## config.mk

```make
export PLATFORM = sky130hd
export DESIGN_NAME = output_divider_delay_config
export DESIGN_NICKNAME = d
export VERILOG_FILES = /design/src/core/output_divider_delay_config.v
export VERILOG_INCLUDE_DIRS = /design/src /design/src/core
export SDC_FILE = /design/constraint.sdc
export NUM_CORES = 1
export LEC_CHECK = 0
export ABC_AREA = 1
export BUFFER_PORTS_ARGS = -buffer_cell sky130_fd_sc_hd__buf_2
export CORE_UTILIZATION = 55
export CTS_CLUSTER_DIAMETER = 200
export DETAILED_ROUTE_END_ITERATION = 6
export PLACE_DENSITY = 0.79
export SLEW_MARGIN = 20
export SYNTH_ARGS = -nofsm -noshare
export SYNTH_HDL_FRONTEND = slang
export SYNTH_SLANG_ARGS = --single-unit
export TNS_END_PERCENT = 10
```

## constraint.sdc

```tcl
create_clock -name mclk -period 4 [get_ports mclk]
set_clock_uncertainty 0.05 [all_clocks]
set_input_delay 0.2 -clock mclk [delete_from_list [all_inputs] [get_ports mclk]]
set_output_delay 0.2 -clock mclk [all_outputs]
set_load 0.05 [all_outputs]
```

## src/core/output_divider_delay_map.vh

```
// Register offsets, field positions and codes of the output divider and delay bank
`ifndef OUTPUT_DIVIDER_DELAY_MAP_VH
`define OUTPUT_DIVIDER_DELAY_MAP_VH

// Register offsets
`define OFS_OUTPUT_DELAY_SETTING      8'h34
`define OFS_OUTPUT_SUPPLY_DRIVER_TYPE 8'h35
`define OFS_OUTPUT_TERMINATION_SELECT 8'h37
`define OFS_DIVIDER_UPPER_NIBBLE      8'h38
`define OFS_DIVIDER_MIDDLE_BYTE       8'h39
`define OFS_DIVIDER_LOW_BYTE          8'h3a

// Reset value of every register and read value of unmapped offsets
`define REG_RESET_VALUE 8'h00
`define UNMAPPED_READ   8'h00

// Delay setting fields
`define COARSE_DELAY_MSB 5
`define COARSE_DELAY_LSB 0
`define FINE_DELAY_MSB 7
`define FINE_DELAY_LSB 6

// Supply and driver fields
`define SUPPLY_MSB 4
`define SUPPLY_LSB 3
`define DRIVER_MSB 2
`define DRIVER_LSB 0

// Termination register fields
`define FINE_DELAY_EXT_BIT 4
`define TERM_MSB 3
`define TERM_LSB 0

// Divider upper nibble field
`define DIV_UPPER_MSB 3
`define DIV_UPPER_LSB 0

// Supply level codes
`define SUPPLY_1V8 2'b00
`define SUPPLY_2V5 2'b01
`define SUPPLY_3V3 2'b10
`define SUPPLY_BAD 2'b11

// Driver standard codes
`define DRV_LVDS        3'h0
`define DRV_LVPECL_CM   3'h1
`define DRV_CML         3'h2
`define DRV_HCSL        3'h3
`define DRV_LVDS_BOOST  3'h4
`define DRV_LVPECL_NOCM 3'h5

// Termination codes, {neg cmos, pos cmos, pull up, pull down}
`define TERM_EXTERNAL 4'h0
`define TERM_PULL_UP  4'h2
`define TERM_PULL_DN  4'h1
`define TERM_CMOS_POS 4'h4
`define TERM_CMOS_NEG 4'h8
`define TERM_CMOS_BOTH 4'hc

// Fine delay step size and largest step count
`define FINE_STEP_PS  9'h01e
`define FINE_MAX_STEPS 3'h4

`endif

```

## src/core/output_divider_delay_config.v

```verilog
// Register bank for one clock output: divider, delay and driver settings
//
// Notes on behaviour
// (RL1) Divider bits 19:16 from upper register nibble
// (RL2) Divider bits 15:8 from middle register
// (RL3) Divider bits 7:0 from low register
// (RL4) Coarse delay 0 to 63 VCO periods
// (RL5) Two fine delay bits, 30 ps steps
// (RL6) Extended three-bit fine code, up to four
// (RL7) Supply code: 1.8, 2.5, 3.3 V
// (RL8) Decode six driver standard codes
// (RL9) Decode termination and single-ended pin modes
// (RL10) Software sets driver strength to seven; this bank has no strength field, offset 8'h33 is unmapped
// (RL11) Fields reset zero, read back written value
`timescale 1ns/1ns
`default_nettype none
`include "output_divider_delay_map.vh"

module output_divider_delay_config
(
  input wire mclk,
  input wire rst,
  input wire wr_en,
  input wire rd_en,
  input wire [7:0] addr,
  input wire [7:0] wr_data,
  output reg [7:0] rd_data,
  output reg [19:0] output_divide_ratio,
  output reg [5:0] coarse_delay_periods,
  output reg [2:0] output_delay_code,
  output reg [2:0] fine_delay_steps,
  output reg [8:0] fine_delay_ps,
  output reg supply_1v8,
  output reg supply_2v5,
  output reg supply_3v3,
  output reg supply_code_bad,
  output reg drv_lvds,
  output reg drv_lvpecl_cm,
  output reg drv_cml,
  output reg drv_hcsl,
  output reg drv_lvds_boost,
  output reg drv_lvpecl_nocm,
  output reg driver_code_bad,
  output reg term_external,
  output reg term_pull_up,
  output reg term_pull_dn,
  output reg positive_output_pin_cmos,
  output reg negative_output_pin_cmos,
  output reg term_code_bad
);

  reg [7:0] output_delay_setting_r;
  reg [7:0] output_supply_driver_type_r;
  reg [7:0] output_termination_select_r;
  reg [7:0] divider_upper_nibble_r;
  reg [7:0] divider_middle_byte_r;
  reg [7:0] divider_low_byte_r;
  reg [7:0] rd_data_nxt;
  reg [2:0] delay_code_nxt;
  reg [2:0] fine_steps_nxt;
  reg [11:0] fine_ps_full_nxt;
  wire [1:0] supply_level_code;
  wire [2:0] driver_standard_code;
  wire [3:0] term_code;

  ////////////////////////////////////////////////////////////////////////////
  // Register writes
  // (RL11) Zero reset, plain storage
  always @(posedge mclk or posedge rst)
  begin
    if (rst)
    begin
      output_delay_setting_r <= `REG_RESET_VALUE;
      output_supply_driver_type_r <= `REG_RESET_VALUE;
      output_termination_select_r <= `REG_RESET_VALUE;
      divider_upper_nibble_r <= `REG_RESET_VALUE;
      divider_middle_byte_r <= `REG_RESET_VALUE;
      divider_low_byte_r <= `REG_RESET_VALUE;
    end
    else if (wr_en)
    begin
      if (addr == `OFS_OUTPUT_DELAY_SETTING)
        output_delay_setting_r <= wr_data;
      else if (addr == `OFS_OUTPUT_SUPPLY_DRIVER_TYPE)
        output_supply_driver_type_r <= wr_data;
      else if (addr == `OFS_OUTPUT_TERMINATION_SELECT)
        output_termination_select_r <= wr_data;
      else if (addr == `OFS_DIVIDER_UPPER_NIBBLE)
        divider_upper_nibble_r <= wr_data;
      else if (addr == `OFS_DIVIDER_MIDDLE_BYTE)
        divider_middle_byte_r <= wr_data;
      else if (addr == `OFS_DIVIDER_LOW_BYTE)
        divider_low_byte_r <= wr_data;
    end
  end

  ////////////////////////////////////////////////////////////////////////////
  // Read mux, unmapped offsets read zero
  // (RL11) Read back stored value
  always @*
  begin
    if (addr == `OFS_OUTPUT_DELAY_SETTING)
      rd_data_nxt = output_delay_setting_r;
    else if (addr == `OFS_OUTPUT_SUPPLY_DRIVER_TYPE)
      rd_data_nxt = output_supply_driver_type_r;
    else if (addr == `OFS_OUTPUT_TERMINATION_SELECT)
      rd_data_nxt = output_termination_select_r;
    else if (addr == `OFS_DIVIDER_UPPER_NIBBLE)
      rd_data_nxt = divider_upper_nibble_r;
    else if (addr == `OFS_DIVIDER_MIDDLE_BYTE)
      rd_data_nxt = divider_middle_byte_r;
    else if (addr == `OFS_DIVIDER_LOW_BYTE)
      rd_data_nxt = divider_low_byte_r;
    else
      rd_data_nxt = `UNMAPPED_READ;
  end

  // Read data register, held between reads
  // (RL11) Registered read data
  always @(posedge mclk or posedge rst)
  begin
    if (rst)
      rd_data <= `UNMAPPED_READ;
    else if (rd_en)
      rd_data <= rd_data_nxt;
  end

  ////////////////////////////////////////////////////////////////////////////
  // Field extraction
  // (RL7) Supply code slice
  assign supply_level_code = output_supply_driver_type_r[`SUPPLY_MSB:`SUPPLY_LSB];
  // (RL8) Driver code slice
  assign driver_standard_code = output_supply_driver_type_r[`DRIVER_MSB:`DRIVER_LSB];
  // (RL9) Termination code slice
  assign term_code = output_termination_select_r[`TERM_MSB:`TERM_LSB];

  // Fine delay code and step count, codes above four clamp to four
  always @*
  begin
    // (RL6) Extended top bit
    delay_code_nxt = {output_termination_select_r[`FINE_DELAY_EXT_BIT],
                      output_delay_setting_r[`FINE_DELAY_MSB:`FINE_DELAY_LSB]};
    // (RL6) Clamp above four steps
    if (delay_code_nxt > `FINE_MAX_STEPS)
      fine_steps_nxt = `FINE_MAX_STEPS;
    else
      fine_steps_nxt = delay_code_nxt;
    // (RL5) Steps times step size, full width
    fine_ps_full_nxt = fine_steps_nxt * `FINE_STEP_PS;
  end

  ////////////////////////////////////////////////////////////////////////////
  // Registered decode of settings
  always @(posedge mclk or posedge rst)
  begin
    if (rst)
    begin
      output_divide_ratio <= 20'h00000;
      coarse_delay_periods <= 6'h00;
      output_delay_code <= 3'h0;
      fine_delay_steps <= 3'h0;
      fine_delay_ps <= 9'h000;
      supply_1v8 <= 1'b0;
      supply_2v5 <= 1'b0;
      supply_3v3 <= 1'b0;
      supply_code_bad <= 1'b0;
      drv_lvds <= 1'b0;
      drv_lvpecl_cm <= 1'b0;
      drv_cml <= 1'b0;
      drv_hcsl <= 1'b0;
      drv_lvds_boost <= 1'b0;
      drv_lvpecl_nocm <= 1'b0;
      driver_code_bad <= 1'b0;
      term_external <= 1'b0;
      term_pull_up <= 1'b0;
      term_pull_dn <= 1'b0;
      positive_output_pin_cmos <= 1'b0;
      negative_output_pin_cmos <= 1'b0;
      term_code_bad <= 1'b0;
    end
    else
    begin
      // (RL1) Upper divide bits
      output_divide_ratio[19:16] <= divider_upper_nibble_r[`DIV_UPPER_MSB:`DIV_UPPER_LSB];
      // (RL2) Middle divide bits
      output_divide_ratio[15:8] <= divider_middle_byte_r;
      // (RL3) Low divide bits
      output_divide_ratio[7:0] <= divider_low_byte_r;
      // (RL4) Coarse delay periods
      coarse_delay_periods <= output_delay_setting_r[`COARSE_DELAY_MSB:`COARSE_DELAY_LSB];
      // (RL5) Fine delay in steps
      output_delay_code <= delay_code_nxt;
      fine_delay_steps <= fine_steps_nxt;
      // (RL5) Fine delay in picoseconds, at most 120
      fine_delay_ps <= fine_ps_full_nxt[8:0];
      // (RL7) Supply level decode
      supply_1v8 <= (supply_level_code == `SUPPLY_1V8);
      supply_2v5 <= (supply_level_code == `SUPPLY_2V5);
      supply_3v3 <= (supply_level_code == `SUPPLY_3V3);
      // (RL7) Reserved supply code flagged
      supply_code_bad <= (supply_level_code == `SUPPLY_BAD);
      // (RL8) Driver standard decode
      drv_lvds <= (driver_standard_code == `DRV_LVDS);
      drv_lvpecl_cm <= (driver_standard_code == `DRV_LVPECL_CM);
      drv_cml <= (driver_standard_code == `DRV_CML);
      drv_hcsl <= (driver_standard_code == `DRV_HCSL);
      drv_lvds_boost <= (driver_standard_code == `DRV_LVDS_BOOST);
      drv_lvpecl_nocm <= (driver_standard_code == `DRV_LVPECL_NOCM);
      driver_code_bad <= (driver_standard_code > `DRV_LVPECL_NOCM);
      // (RL9) Termination and pin modes
      term_external <= (term_code == `TERM_EXTERNAL);
      term_pull_up <= (term_code == `TERM_PULL_UP);
      term_pull_dn <= (term_code == `TERM_PULL_DN);
      positive_output_pin_cmos <= (term_code == `TERM_CMOS_POS) || (term_code == `TERM_CMOS_BOTH);
      negative_output_pin_cmos <= (term_code == `TERM_CMOS_NEG) || (term_code == `TERM_CMOS_BOTH);
      term_code_bad <= (term_code != `TERM_EXTERNAL) && (term_code != `TERM_PULL_UP) &&
                       (term_code != `TERM_PULL_DN) && (term_code != `TERM_CMOS_POS) &&
                       (term_code != `TERM_CMOS_NEG) && (term_code != `TERM_CMOS_BOTH);
    end
  end

endmodule
`default_nettype wire

```

# Yosys cells after proc, flatten, opt, wreduce, memory -nomap -nowiden

Index checks and enable logic that the tools add are counted.

Flip-flop bits (word level): 112
Input port bits: 20
Output and inout bits: 66
Logic and storage cells: 85

Multipliers: 1
Magnitude comparators: 2
Eq/ne operators: 24
Mux-type cells: 7
Bitwise logic cells: 5
Reductions and logical operators: 17

Operators by type and width:

| cell                                             | number |
|---|---|
| == test 8 x 6 -> 1 bit, second input constant    | 6 |
| two-way mux 8 bit                                | 6 |
| == test 4 bit, second input constant             | 2 |
| != test 4 bit, second input constant             | 2 |
| multiplier 3 x 4 -> 7 bit, second input constant | 1 |
| AND reduction 7 bit                              | 1 |
| == test 3 x 2 -> 1 bit, second input constant    | 2 |
| == test 3 bit, second input constant             | 2 |
| > comparator 3 bit, second input constant        | 2 |
| AND reduction 6 bit                              | 1 |
| logical AND 1 bit                                | 5 |
| inverter 1 bit                                   | 5 |
| AND reduction 5 bit                              | 1 |
| == test 2 bit, second input constant             | 2 |
| == test 4 x 1 -> 1 bit, second input constant    | 1 |
| == test 4 x 2 -> 1 bit, second input constant    | 1 |
| == test 4 x 3 -> 1 bit, second input constant    | 1 |
| zero test 4 bit                                  | 1 |
| != test 4 x 1 -> 1 bit, second input constant    | 1 |
| != test 4 x 2 -> 1 bit, second input constant    | 1 |
| != test 4 x 3 -> 1 bit, second input constant    | 1 |
| AND reduction 4 bit                              | 1 |
| nonzero test 4 bit                               | 1 |
| == test 3 x 1 -> 1 bit, second input constant    | 1 |
| other kinds (7)                                  | 8 |

# Logic depth before layout (Yosys ltp)

Depth in word-level cells: 7
Gate-level depth with buffers: 12
Mapped depth without buffers: 12

# Least setup slack after synthesis

OpenSTA, ideal clock, no wires.

Path type: register to register
Start: register output_termination_select_r[4]
End: register fine_delay_ps[7]
Library setup time: 124 ps
Data arrival time: 1948 ps
Required time: 3826 ps
Setup slack: 1878 ps
Stages on the path, launching flop included: 11
Buffers on the path: 0
Period minus slack after synthesis: 2122 ps
Path through: dfrtp_1 -> nor2_1 -> inv_1 -> ha_1 -> inv_1 -> ha_1 -> xor2_1 -> ha_1 -> o21bai_1 -> a21oi_1 -> o21bai_1

Longest elaborated chain between the ends: 3

RTL lines:

| element                             | line                              | RTL |
|---|---|---|
| from (decl)                         | output_divider_delay_config.v:54  | `reg [7:0] output_termination_select_r;` |
| from (signal assigned)              | output_divider_delay_config.v:75  | `` output_termination_select_r <= `REG_RESET_VALUE; `` |
| from (signal assigned)              | output_divider_delay_config.v:87  | `output_termination_select_r <= wr_data;` |
| > comparator 3 bit (no line)        | --                                |  |
| two-way mux 3 bit                   | output_divider_delay_config.v:144 | `` if (delay_code_nxt > `FINE_MAX_STEPS) `` |
| net fine_steps_nxt[1]               | output_divider_delay_config.v:60  | `reg [2:0] fine_steps_nxt;` |
| multiplier 3 x 4 -> 7 bit (no line) | --                                |  |
| net fine_ps_full_nxt[7]             | output_divider_delay_config.v:61  | `reg [11:0] fine_ps_full_nxt;` |
| to (signal assigned)                | output_divider_delay_config.v:195 | `fine_delay_ps <= fine_ps_full_nxt[8:0];` |
| to (decl)                           | output_divider_delay_config.v:32  | `output reg [8:0] fine_delay_ps,` |

The timed path passes the listed nets, and every way through them passes these cells.
A chain may end at the register's enable or synchronous reset.

# Worst setup path after layout

Ends and elaborated chain as after synthesis.

==> results.yml <==
timing:
  period_needed_ns: 2.371
  setup_tns_ns: 0
  hold-worst-slack_ns: 0.1467
  worst_pin_slew_ns: 0.6338
  drv_slew: 0
  final-hold-violation-count: 0
  rsz0062_at_grt: "no"
  relSlewSlack_pct: 57.74
  period_share_pct: 59.28
  setup_viol: 0
  setup_slack_ns: 1.629
  fmax_ghz: 0.4217
synth:
  synth_compound_area_share_pct: 8.844
  synthArstFlopShare_pct: 100.0
  syn-cell-area_sq_um: 4513
  synth_top_area_share_pct: 61.55
  ys_ff_latch: 111
  synthesis.yosys.warnings: 0
  synth_top_family_by_area: "simple AND/OR/NAND/NOR gates"
  synth_xor_area_share_pct: 0.7763
  ys_seq_area_share_pct: 61.55
  synth-simple-area-share_pct: 19.99
  yosys-top-cells-area: "dfrtp_1 62%, nand2_1 7.8%, inv_1 4.2%"
  synthDistinctLibCells: 32
  avgSynthCellArea_sq_um: 10.16
  post-synth-top-area-cell: "dfrtp_1"
  syn_inst: 444
  synth_fa_ha_area_share_pct: 1.386
  synth.most_common_cell: "dfrtp_1"
  synthFlopType: "dfrtp_1"
  muxShareOfSynthArea_pct: 0
  synth-edff-count: 0
  synth_common_cells: "111 x dfrtp_1, 94 x nand2_1, 50 x inv_1"
cts:
  cts_buffers: 9
  insertion_delay_ns: 0.37
  cts_tree: "done"
  cts_root_buf: "clkbuf_8"
  max-clock-path-buffers: 2
  cts-htree-levels: 3
  cts_sinks: 111
  path_clk_slew_ns: 0.10
  cts_setup_buffers: 0
global_routing:
  track_usage_pct: 23.75
  grt-ovfl-total: 0
  grt_antenna_before_repair: 0
  grt_pass1_wl_mm: 15.50
  grt_pass1_vias: 3165
  grt_max_degree: 52
die:
  design.die.area_sq_um: 8572
  io_pins: 86
  die_w_um: 92.59
  die_h_um: 92.59
  core_sq_um: 7848
  start_util_pct: 57.51
  placementRows: 32
critical_path:
  slowest_stage: "dfrtp_1"
  critPathKind: "register to register"
  crit_path_start_kind: "register"
  max_stage_delay_ns: 0.48
  path_delay_family: "adder cells"
  path_cells: "nor2_1, inv_1, ha_1, inv_1, ha_1, inv_1, nor2_1, ha_1, o21bai_1, a21oi_1, o21bai_1"
  cp_num_cells: 11
  reg2reg_depth: 11
  r2r_end: "fine_delay_ps[7]"
  arrival_ns: 2.58
  cp_data_required_time_ns: 4.21
  cp_max_fo: 8
  timing.rr.start: "output_termination_select_r[4]"
  end_kind: "register"
  path_buf_inv: 3
  r2r_slack_ns: 1.63
finish:
  fin_cells: 635
  n_antenna_cell: 0
  utilization_pct: 65.59
  nets: 553
  layout-drive-gt1-share_pct: 25.52
  area_growth_pct: 14.06
drt:
  post_drt_wl_per_cell_um: 14.33
  vias: 3209
  drt-initial-drc-count: 265
  dr.pass1.iters: 4
  postRouteAntennaNets: 0
  drc: 0
  vias_per_cell: 5.054
  wl_mm: 9.097
worst_hold_path:
  hold_class: "input pin to register"
  worstHoldStart: "wr_data[7]"
  min_delay_path_depth: 3
  hold-path-endpoint: "output_delay_setting_r[7]"
pwr:
  peakVddDrop_mv: 0.1994
  p_leak_nw: 2.848
  power.density_nw_per_um2: 409.9
placement:
  dp_hpwl_mm: 6.525
  gp_congestion: 0.7927
  port_buffers: 83
  dp_slack_ns: 1.630
  dp_cells: 618
flow_run:
  cap_violations: 0
run_status:
  outcome: "completed"
==> worst max-delay path by stage <==
stage | start | end | slack, ns
global route | output_termination_select_r[4] | fine_delay_ps[7] | 1.47
CTS | output_termination_select_r[4] | fine_delay_ps[7] | 1.62
detailed placement | output_termination_select_r[4] | fine_delay_ps[7] | 1.63
floorplan | rst | coarse_delay_periods[0] | 0.82
finish | output_termination_select_r[4] | fine_delay_ps[7] | 1.63
global placement | output_termination_select_r[4] | fine_delay_ps[7] | 1.77
==> worst reg2reg max path, stage by stage, from the launching register on <==
cell and delay, ns:
dfrtp_1 0.48, nor2_1 0.26, inv_1 0.08, ha_1 0.28, inv_1 0.05, ha_1 0.30, inv_1 0.13, nor2_1 0.07
ha_1 0.17, o21bai_1 0.18, a21oi_1 0.15, o21bai_1 0.07
==> where the power goes <==
group          leakage [nW]  internal (mW)  switching (mW)
clock network        0.0950          0.254           0.389
registers              1.52           1.17          0.0282
logic                  1.23         0.0559           0.211
total                  2.85           1.48           0.628
==> registers in the layout, summed over array words and instances, names as in the netlist, 3 cells and up <==
name,cells
output_termination_select_r,8
output_delay_code,3
output_supply_driver_type_r,8
fine_delay_steps,3
rd_data,8
output_divide_ratio,20
fine_delay_ps,6
coarse_delay_periods,6
output_delay_setting_r,8
divider_upper_nibble_r,8
divider_low_byte_r,8
divider_middle_byte_r,8
==> logic make-up after synthesis <==
kind of cell	after synthesis
AOI/OAI and AO/OA	66
adders and majority gates	5
DFF	111
other	1
xor gates and xnor gates	4
buffers and inverters	67
and+or+nand+nor	190
==> cell usage in the layout (no fill, tap or decap), types with 2 or more instances in the layout <==
cell type and instances:
a21oi_1 4, buf_2 83, buf_4 2, clkbuf_8 10, clkinv_4 3, conb_1 2, dfrtp_1 111, ha_1 5
inv_1 49, inv_2 2, inv_4 2, nand2_1 94, nand2_2 2, nand2_4 4, nand3_1 31, nand3_4 3
nor2_1 44, nor2_2 2, nor2_4 3, nor3_1 3, o2111ai_1 3, o21ai_0 27, o21ai_1 16, o21ai_2 14
o21bai_1 2, xor2_1 4
==> layout make-up <==
cell class                      instances  area, sq um
Clock buffer                           10        137.6
Clock inverter                          6        53.80
Fill cell                             669         2700
Inverter                               53        203.9
Multi-Input combinational cell        267         1406
Sequential cell                       111         2778
Tap cell                              102        127.6
Timing Repair Buffer                   86        440.4
==> stage by stage <==
stage,instance area [sq um],power [mW]
global route,5147,2.185
floorplan,4517,1.420
global placement,4946,1.484
detailed placement,4946,1.492
finish,5147,2.110
CTS,5147,2.122
==> what timing repair did <==
action                                 4_1_cts  5_1_grt
hold buffers                                 1        0
resized for setup                            0        0
endpoints found under the hold margin       49        0
==> layer usage <==
layer	global-route usage, %	part of all wire, %	vias up
met5	0	0	-
met4	11.46	1.8	0
met3	3.120	5.1	12
met2	39.63	51	95
met1	30.79	43	1522
li1	-	-	1580
No activity file was read; power rests on OpenSTA's default activity.
